==> src/hw/scs_pkg.sv <==
// Package for the shift, compare and store execution datapath.
// Assumes a single core clock domain and a decoded 32-bit instruction word.
package scs_pkg;
  // Primary opcodes.
  localparam logic [5:0] OP_SPECIAL = 6'h00;
  localparam logic [5:0] OP_SLT_IMM = 6'h0a;
  localparam logic [5:0] OP_LESS_THAN_UNSIGNED_OP_IMM = 6'h0b;
  localparam logic [5:0] OP_STORE_HALF = 6'h29;
  localparam logic [5:0] OP_STORE_DBL_RIGHT = 6'h2d;
  // Function codes of the register group.
  localparam logic [5:0] FN_SHL_IMM = 6'h00;
  localparam logic [5:0] FN_SRA_IMM = 6'h03;
  localparam logic [5:0] FN_SHL_VAR = 6'h04;
  localparam logic [5:0] FN_SRA_VAR = 6'h07;
  localparam logic [5:0] FN_SLT = 6'h2a;
  localparam logic [5:0] FN_LESS_THAN_UNSIGNED_OP = 6'h2b;
  // Instruction field positions.
  localparam int OPC_LSB = 26;
  localparam int FS_LSB = 21;
  localparam int SS_LSB = 16;
  localparam int SA_LSB = 6;
  // Access type of a full doubleword and the halfword access type.
  localparam logic [2:0] ACC_DOUBLE = 3'h7;
  localparam logic [2:0] ACC_HALF = 3'h1;
  // Reset value of the result registers.
  localparam logic [63:0] RES_RESET = 64'h0;
endpackage

==> src/hw/scs_exec.sv <==
// Shift, compare and store-forming execution stage, one cycle registered.
// Assumes operands come from the register file on the same clock.
//
// What this block does
// - Right doubleword store on little-endian memory sends type 7 minus addr[2:0] and offset addr[2:0].
// - Right doubleword store in 32-bit user or supervisor mode raises reserved instruction instead.
// - Halfword store adds sign-extended offset to base and writes the low halfword of the source.
// - Halfword store to an odd address raises address error and does not write.
// - Immediate left shift moves the source left by the amount field, zero-filling low bits.
// - In 64-bit mode left shifts sign-extend bit 31 of the word result, even for zero shift.
// - Left shifts yield a valid word result for any 64-bit source and never trap.
// - Variable left shift uses only the low five bits of the first source as count.
// - Signed register compare writes 1 when first is less than second, else 0.
// - Signed immediate compare uses the sign-extended immediate.
// - Unsigned immediate compare sign-extends the immediate then compares unsigned.
// - Unsigned register compare writes 1 when first is below second, else 0.
// - Compares are exact despite subtraction overflow and never trap on overflow.
// - Immediate arithmetic right shift fills high bits with bit 31, sign-extended in 64-bit mode.
// - Variable arithmetic right shift uses the low five bits of the first source as count.
`timescale 1ns/1ps
module scs_exec
  import scs_pkg::*;
(
  input wire logic clk_sys, // Core clock, 40 MHz.
  input wire logic rstn, // Synchronous reset, active low.
  input wire logic issue_valid, // Instruction word is valid this cycle.
  input wire logic [31:0] instr, // Instruction word.
  input wire logic [63:0] first_source_data, // Value of first source register.
  input wire logic [63:0] second_source_data, // Value of second source register.
  input wire logic mode_64, // Core runs in 64-bit mode.
  input wire logic mode_kernel, // Core runs in kernel mode.
  input wire logic memory_big_endian_flag, // Memory is big-endian.
  output logic result_valid, // Result register write is valid.
  output logic [63:0] result, // Result for the destination register.
  output logic store_valid, // Store request toward memory.
  output logic [63:0] store_addr, // Effective address of the store.
  output logic [63:0] store_data, // Byte-lane aligned store data.
  output logic [2:0] store_type, // Access type sent to memory.
  output logic [2:0] store_offset, // Offset sent to memory.
  output logic exc_addr_error, // Address error exception pulse.
  output logic exc_reserved // Reserved instruction exception pulse.
);

  ////////////////////////////////////////////////////////////////////////////
  // Extension of a word result to the register width: sign-extended in 64-bit mode, zero-extended otherwise.
  function automatic logic [63:0] word_ext(input logic [31:0] w, input logic m64);
    word_ext = m64 ? {{32{w[31]}}, w} : {32'h0, w};
  endfunction

  // Field decode.
  wire [5:0] opcode = instr[OPC_LSB +: 6];
  wire [5:0] funct = instr[5:0];
  wire [4:0] shift_amount_field = instr[SA_LSB +: 5];
  wire [63:0] imm_sext = {{48{instr[15]}}, instr[15:0]};
  wire is_special = issue_valid && (opcode == OP_SPECIAL);
  wire is_shl_imm = is_special && (funct == FN_SHL_IMM);
  wire is_shl_var = is_special && (funct == FN_SHL_VAR);
  wire is_sra_imm = is_special && (funct == FN_SRA_IMM);
  wire is_sra_var = is_special && (funct == FN_SRA_VAR);
  wire is_slt = is_special && (funct == FN_SLT);
  wire is_less_than_unsigned_op = is_special && (funct == FN_LESS_THAN_UNSIGNED_OP);
  wire is_less_than_signed_imm_op = issue_valid && (opcode == OP_SLT_IMM);
  wire is_less_than_unsigned_imm_op = issue_valid && (opcode == OP_LESS_THAN_UNSIGNED_OP_IMM);
  wire is_sh = issue_valid && (opcode == OP_STORE_HALF);
  wire is_sdr = issue_valid && (opcode == OP_STORE_DBL_RIGHT);

  ////////////////////////////////////////////////////////////////////////////
  // Shifter; the amount comes from the field or the low five source bits.
  wire is_var = is_shl_var || is_sra_var;
  wire [4:0] shamt = is_var ? first_source_data[4:0] : shift_amount_field;
  // Only the low word is used, so odd upper halves cannot disturb the result.
  wire [31:0] shl_word = second_source_data[31:0] << shamt;
  wire [31:0] sra_word = $signed(second_source_data[31:0]) >>> shamt;

  // Compare operands; the 65-bit difference holds the true order.
  wire cmp_imm = is_less_than_signed_imm_op || is_less_than_unsigned_imm_op;
  wire [63:0] cmp_b = cmp_imm ? imm_sext : second_source_data;
  wire cmp_unsigned = is_less_than_unsigned_op || is_less_than_unsigned_imm_op;
  wire [63:0] cmp_a = first_source_data;
  // In 32-bit mode only the low words compare; the sign bit sits at 31.
  wire [64:0] ext_a = mode_64 ? {cmp_unsigned ? 1'b0 : cmp_a[63], cmp_a}
                              : {{33{cmp_unsigned ? 1'b0 : cmp_a[31]}}, cmp_a[31:0]};
  wire [64:0] ext_b = mode_64 ? {cmp_unsigned ? 1'b0 : cmp_b[63], cmp_b}
                              : {{33{cmp_unsigned ? 1'b0 : cmp_b[31]}}, cmp_b[31:0]};
  wire less = $signed(ext_a) < $signed(ext_b);

  // Result selection.
  wire is_cmp = is_slt || is_less_than_unsigned_op || is_less_than_signed_imm_op || is_less_than_unsigned_imm_op;
  wire is_shl = is_shl_imm || is_shl_var;
  wire is_sra = is_sra_imm || is_sra_var;
  wire [63:0] next_result = is_shl ? word_ext(shl_word, mode_64) :
                            is_sra ? word_ext(sra_word, mode_64) :
                            {63'h0, less};
  wire next_result_valid = is_cmp || is_shl || is_sra;

  ////////////////////////////////////////////////////////////////////////////
  // Store address and lane forming.
  wire [63:0] raw_addr = first_source_data + imm_sext;
  wire [63:0] eff_addr = mode_64 ? raw_addr : word_ext(raw_addr[31:0], 1'b0);
  wire [2:0] byte_sel = eff_addr[2:0];
  wire sdr_reserved = is_sdr && !mode_64 && !mode_kernel;
  wire sh_misaligned = is_sh && eff_addr[0];
  wire [5:0] sdr_shift = {byte_sel, 3'h0};
  wire [63:0] sdr_data = second_source_data << sdr_shift;
  wire [63:0] sh_data = {4{second_source_data[15:0]}};
  wire next_store_valid = (is_sh && !sh_misaligned) || (is_sdr && !sdr_reserved);
  // Big-endian memory takes the doubleword base; little-endian keeps the byte offset.
  wire [2:0] sdr_offset = memory_big_endian_flag ? 3'h0 : byte_sel;
  wire [2:0] next_type = is_sdr ? (ACC_DOUBLE - byte_sel) : ACC_HALF;
  wire [2:0] next_offset = is_sdr ? sdr_offset : byte_sel;
  wire [63:0] next_data = is_sdr ? sdr_data : sh_data;

  ////////////////////////////////////////////////////////////////////////////
  // Result registers.
  always_ff @(posedge clk_sys) begin
    if (!rstn) begin
      result_valid <= 1'b0;
      result <= RES_RESET;
    end else begin
      result_valid <= next_result_valid;
      result <= next_result;
    end
  end

  // Store and exception registers; exceptions are one-cycle pulses.
  always_ff @(posedge clk_sys) begin
    if (!rstn) begin
      store_valid <= 1'b0;
      store_addr <= RES_RESET;
      store_data <= RES_RESET;
      store_type <= 3'h0;
      store_offset <= 3'h0;
      exc_addr_error <= 1'b0;
      exc_reserved <= 1'b0;
    end else begin
      store_valid <= next_store_valid;
      store_addr <= eff_addr;
      store_data <= next_data;
      store_type <= next_type;
      store_offset <= next_offset;
      exc_addr_error <= sh_misaligned;
      exc_reserved <= sdr_reserved;
    end
  end

  ////////////////////////////////////////////////////////////////////////////
  // Checks.
  a_sh_odd_nowrite: assert property (@(posedge clk_sys) disable iff (!rstn)
    sh_misaligned |=> exc_addr_error && !store_valid) else $error("odd halfword stored");
  a_sdr_reserved: assert property (@(posedge clk_sys) disable iff (!rstn)
    sdr_reserved |=> exc_reserved && !store_valid) else $error("reserved store done");
  a_sdr_type: assert property (@(posedge clk_sys) disable iff (!rstn)
    (is_sdr && !sdr_reserved) |=> store_type == 3'h7 - store_addr[2:0])
    else $error("bad access type");
  a_shl_sext: assert property (@(posedge clk_sys) disable iff (!rstn)
    (is_shl && mode_64) |=> result[63:32] == {32{result[31]}}) else $error("no sign ext");
  a_shl_zero_fill: assert property (@(posedge clk_sys) disable iff (!rstn)
    (is_shl_var && first_source_data[4:0] == 5'h1f) |=> result[30:0] == 31'h0)
    else $error("low bits not zero");
  a_slt_value: assert property (@(posedge clk_sys) disable iff (!rstn)
    (is_slt && mode_64) |=> result == {63'h0, $past($signed(first_source_data) <
      $signed(second_source_data))}) else $error("signed compare wrong");
  a_less_than_unsigned_op_value: assert property (@(posedge clk_sys) disable iff (!rstn)
    (is_less_than_unsigned_op && mode_64) |=> result == {63'h0, $past(first_source_data <
      second_source_data)}) else $error("unsigned compare wrong");
  a_sra_fill: assert property (@(posedge clk_sys) disable iff (!rstn)
    (is_sra_imm && shift_amount_field == 5'h1f) |=> result[31:0] == {32{$past(
      second_source_data[31])}}) else $error("sign fill wrong");
  a_sh_lane: assert property (@(posedge clk_sys) disable iff (!rstn)
    (is_sh && !sh_misaligned) |=> store_valid && store_data[15:0] == $past(
      second_source_data[15:0])) else $error("halfword data wrong");

  // Further checks; each one covers a case that the checks above leave open.
  // An opcode outside the decoded set must leave every output pulse low.
  a_unknown_quiet: assert property (@(posedge clk_sys) disable iff (!rstn)
    (issue_valid && !next_result_valid && !is_sh && !is_sdr) |=>
      !result_valid && !store_valid && !exc_addr_error && !exc_reserved)
    else $error("unknown opcode answered");
  // Shifts always give a result and never raise an exception.
  a_shift_no_trap: assert property (@(posedge clk_sys) disable iff (!rstn)
    (is_shl || is_sra) |=> result_valid && !exc_addr_error && !exc_reserved)
    else $error("shift trapped");
  // Compares give a single bit and never trap, even when the difference overflows.
  a_cmp_binary: assert property (@(posedge clk_sys) disable iff (!rstn)
    is_cmp |=> result_valid && result[63:1] == 63'h0 && !exc_addr_error && !exc_reserved)
    else $error("compare not binary");
  // Signed immediate compare against the sign-extended immediate.
  a_less_than_signed_imm_op_value: assert property (@(posedge clk_sys) disable iff (!rstn)
    (is_less_than_signed_imm_op && mode_64) |=> result[0] == $past($signed(first_source_data) <
      $signed({{48{instr[15]}}, instr[15:0]}))) else $error("signed imm compare wrong");
  // Unsigned immediate compare still sign-extends the immediate first.
  a_less_than_unsigned_imm_op_value: assert property (@(posedge clk_sys) disable iff (!rstn)
    (is_less_than_unsigned_imm_op && mode_64) |=> result[0] == $past(first_source_data <
      {{48{instr[15]}}, instr[15:0]})) else $error("unsigned imm compare wrong");
  // Variable arithmetic shift by 31 leaves only copies of the sign bit.
  a_shift_right_arith_var_op_fill: assert property (@(posedge clk_sys) disable iff (!rstn)
    (is_sra_var && first_source_data[4:0] == 5'h1f) |=> result[31:0] == {32{$past(
      second_source_data[31])}}) else $error("variable sign fill wrong");
  // In 64-bit mode a zero left shift truncates the source to its low word and sign-extends it.
  a_shl_zero_amt: assert property (@(posedge clk_sys) disable iff (!rstn)
    (is_shl_imm && shift_amount_field == 5'h0 && mode_64) |=> result == {{32{$past(
      second_source_data[31])}}, $past(second_source_data[31:0])}) else $error("zero shift");
  // Little-endian memory receives the low address bits as offset.
  a_sdr_offset: assert property (@(posedge clk_sys) disable iff (!rstn)
    (is_sdr && !sdr_reserved && !memory_big_endian_flag) |=>
      store_offset == store_addr[2:0]) else $error("bad store offset");
  // Halfword stores always use the halfword access type.
  a_sh_type: assert property (@(posedge clk_sys) disable iff (!rstn)
    (is_sh && !sh_misaligned) |=> store_type == ACC_HALF) else $error("bad halfword type");

endmodule // scs_exec

==> config.mk <==
export PLATFORM = sky130hd
export DESIGN_NAME = scs_exec
export DESIGN_NICKNAME = d
export VERILOG_FILES = /design/src/hw/scs_pkg.sv /design/src/hw/scs_exec.sv
export SDC_FILE = /design/constraint.sdc
export NUM_CORES = 1
export LEC_CHECK = 0
export ABC_AREA = 1
export BUFFER_PORTS_ARGS = -buffer_cell sky130_fd_sc_hd__buf_2
export CORE_MARGIN = 5
export CORE_UTILIZATION = 40
export DETAILED_ROUTE_END_ITERATION = 6
export MAX_ROUTING_LAYER = met4
export SYNTH_ARGS = -nofsm -noshare
export SYNTH_HDL_FRONTEND = slang
export SYNTH_SLANG_ARGS = --single-unit
==> constraint.sdc <==
create_clock -name clk_sys -period 8.3 [get_ports clk_sys]
set_input_delay 0.415 -clock clk_sys [delete_from_list [all_inputs] [get_ports clk_sys]]
set_output_delay 0.415 -clock clk_sys [all_outputs]
set_load 0.005 [all_outputs]
==> results.txt <==
total gr overflow -> 0
Max Cap Viol -> 0
Post-Layout Inst Area -> 19,200 um^2
P_sw -> 1.14 mW
Max Slew Vio Count -> 0
kind of critical path -> input port to register
residual DRC count -> 1
Vias/cell -> 5.69
root buffer cell -> clkbuf_16
min Tclk post-route -> 4.98 ns
Synth area leader -> dfxtp_1
Synth top area share -> 20.6%
RSZ-0062 raised after global routing -> no
Top cell by count, worst path -> nor2_1
Post-synth top flop -> dfxtp_1
final hold vios -> 0
Worst Path Arrival -> 5.44 ns
P per Cell Area -> 146 nW/um^2
WHS Path Cells -> 2
hold slack -> 0.0564 ns
H-tree depth -> 4
GPL Wtd Cong -> 0.993
Pre-Repair DR Iteration Count -> 7
yosys warns -> 0
sequential cell fraction of total power -> 31.6%
sw frac -> 40.8%
antenna-violating nets left -> 0
postcts setup bufs -> 0
CP peak stage delay -> 0.85 ns
Setup violations, final -> 0
die width -> 214 um
commonest non-fill, non-tap cell in the layout -> nand2_1
CP max stage cell -> o21ai_0
LEAKAGE -> 10.0 nW
worst slew pin tran -> 1.42 ns
Slew Limit Headroom -> 4.30%
Num CTS Buffers -> 17
# IOs -> 368
largest net degree at the start of global routing -> 94
Cells after Synth -> 2,860
Clock power frac -> 32.1%
Worst EP required -> 8.77 ns
Worst Setup Slack, final -> 3.32 ns
logic gate share of total power -> 36.3%
Peak VDD IR -> 0.149 mV
Hold Crit Class -> input port to register
status -> finished with violations
placed insts -> 3,609
nets -> 3,390
number of synthesized register bits -> 171
worst-path fanout max -> 62
Area growth syn-to-layout -> 15.1%
first-pass GRT wire length -> 115,000 um
initial antenna violation count -> 7
Syn Area/Cell -> 5.82 um^2
Cell Area, Placed -> 18,500 um^2
Total Routing Usage GR -> 32.7%
setup slack after placement -> 3.08 ns
highest achievable clock rate -> 201 MHz
Seq/Total Area, Yosys -> 20.6%
final wirelength -> 76,500 um
Initial Util -> 40.6%
CTS tree -> built
WHS Endpoint -> exc_reserved
Finished Layout Cells -> 3,647
DIE HEIGHT -> 214 um
most frequent cells in the layout -> 711 x nand2_1, 432 x nand3_1, 357 x buf_2
CTS clock-pin slew for the worst setup and hold paths -> 0.09 ns
Die ar. -> 45,800 um^2
Hold Startpoint -> mode_kernel
DP HPWL -> 61,500 um
drt wl/cell -> 21.0 um
Synth Cell Area -> 16,700 um^2
Syn Nets -> 3,154
ys async rst share -> 0%
internal power -> 1.65 mW
number of global-route vias before repair -> 19,200
Vias -> 20,700
crit share post-route -> 60.0%
failing checks -> DRC
synth top area cells -> dfxtp_1 21%, nand2_1 16%, nand3_1 13%, ha_1 9.5%, a21oi_1 7.1%
setup TNS -> 0 ns
layout cells sized above 1 -> 14.1%
# hold bufs at CTS -> 0
startpoint types -> input port
Cell Rows -> 74
clk sink count -> 171
I/O Buffers -> 357
core area -> 41,000 um^2
Post-CTS Resized -> 0
Synth cell types -> 54
Max Buffers Root-to-Sink -> 2
1st-iter DRT viols -> 2,458
crit end category -> register
critical-path cell list -> buf_2 -> inv_1 -> nor2_1 -> nand4_1 -> buf_4 -> o21ai_0 -> o21ai_0 -> inv_1 -> nor2_1 -> nand2_1 -> inv_1 -> ha_1 -> nand2_1 -> nor2_1 -> nand2_1 -> nor3_1 -> nand4_1 -> inv_1 -> nand4_1 -> nand3_1 -> nand2_1 -> a21oi_1 -> nor2_1 -> nor2_1
number of flops mapped to enable cells by yosys -> 0
[cell type report]
type | instances | area (um^2)
multi-input combinational | 2244 | 11400
tap | 532 | 666
antenna | 6 | 15.0
sequential | 171 | 3420
fill | 4562 | 21800
inverter | 282 | 1060
clock buffer | 18 | 439
timing repair buffer | 380 | 1960
clock inverter | 14 | 200
[power by group through the flow]
stage | combinational [mW] | sequential [mW] | clock (mW)
after floorplan | 0.619 | 0.908 | 0
after global placement | 0.981 | 0.901 | 0
after detailed placement | 0.989 | 0.902 | 0
after CTS | 0.994 | 0.883 | 0.915
after global routing | 1.12 | 0.887 | 0.941
final | 1.01 | 0.883 | 0.896
[logic make-up after synthesis]
kind of cell,count (synthesis),synth area share [%]
AND/OR/NAND/NOR,1516,38.4
adder cells (fa/ha/maj),128,9.66
flip-flops,171,20.6
XOR/XNOR,2,0.105
buffers and inverters,445,11.1
AO/OA/AOI/OAI,596,20.0
multiplexers,2,0.120
[per-stage QoR]
| step | utilization (%) | total power [mW] |
|---|---|---|
| detailed placement | 45.1 | 1.89 |
| global route | 46.7 | 2.95 |
| finish | 46.7 | 2.79 |
| floorplan | - | 1.53 |
| global placement | 45.1 | 1.88 |
| CTS | 46.7 | 2.79 |
[cell usage after synthesis (all sizes together) (3+ instances only)]
| cell | number |
|---|---|
| dfxtp | 171 |
| buf | 72 |
| o21bai | 7 |
| nand4 | 24 |
| o22ai | 3 |
| inv | 279 |
| clkbuf | 91 |
| nand3 | 433 |
| a31oi | 28 |
| o21a | 15 |
| a22oi | 5 |
| o211ai | 24 |
| nand2 | 714 |
| a211oi | 3 |
| o21ai | 228 |
| nor4 | 8 |
| and3 | 4 |
| a21o | 18 |
| o311ai | 9 |
| nor2 | 310 |
| nor3 | 17 |
| o31ai | 4 |
| ha | 127 |
| clkinv | 3 |
| a21oi | 237 |
| a21boi | 4 |
[sequential cells by signal (all words and copies together), names as in the netlist]
| signal | flops |
|---|---|
| exc_addr_error | 1 |
| exc_reserved | 1 |
| result | 33 |
| result_valid | 1 |
| store_addr | 64 |
| store_data | 64 |
| store_offset | 3 |
| store_type | 3 |
| store_valid | 1 |
[worst max-delay path by stage]
stage                     depth (start not counted)  startpoint  slack, ns   endpoint
after floorplan                                  24   instr[26]       5.16  result[0]
after global placement                           23   instr[30]       3.29  result[0]
after detailed placement                         23   instr[28]       3.08  result[0]
after CTS                                        23   instr[28]       3.63  result[0]
after global routing                             24   instr[29]       3.04  result[0]
final                                            24   instr[29]       3.32  result[0]
[critical path: cells and delay by family]
kind            cells  cell delay [ns]
compound gates      3             1.30
fa+ha+maj           1             0.39
buf+inv             6             1.40
simple gates       14             1.90
[per-layer routing]
layer / vias to the layer above / GRT usage (%) / wire length [um]
li1: 10100 / - / -
met1: 9486 / 43.7 / 33600
met2: 1051 / 50.6 / 33900
met3: 138 / 6.17 / 6820
met4: 0 / 10.0 / 2200
met5: - / - / 0
Power figures use the tool's default switching activity.
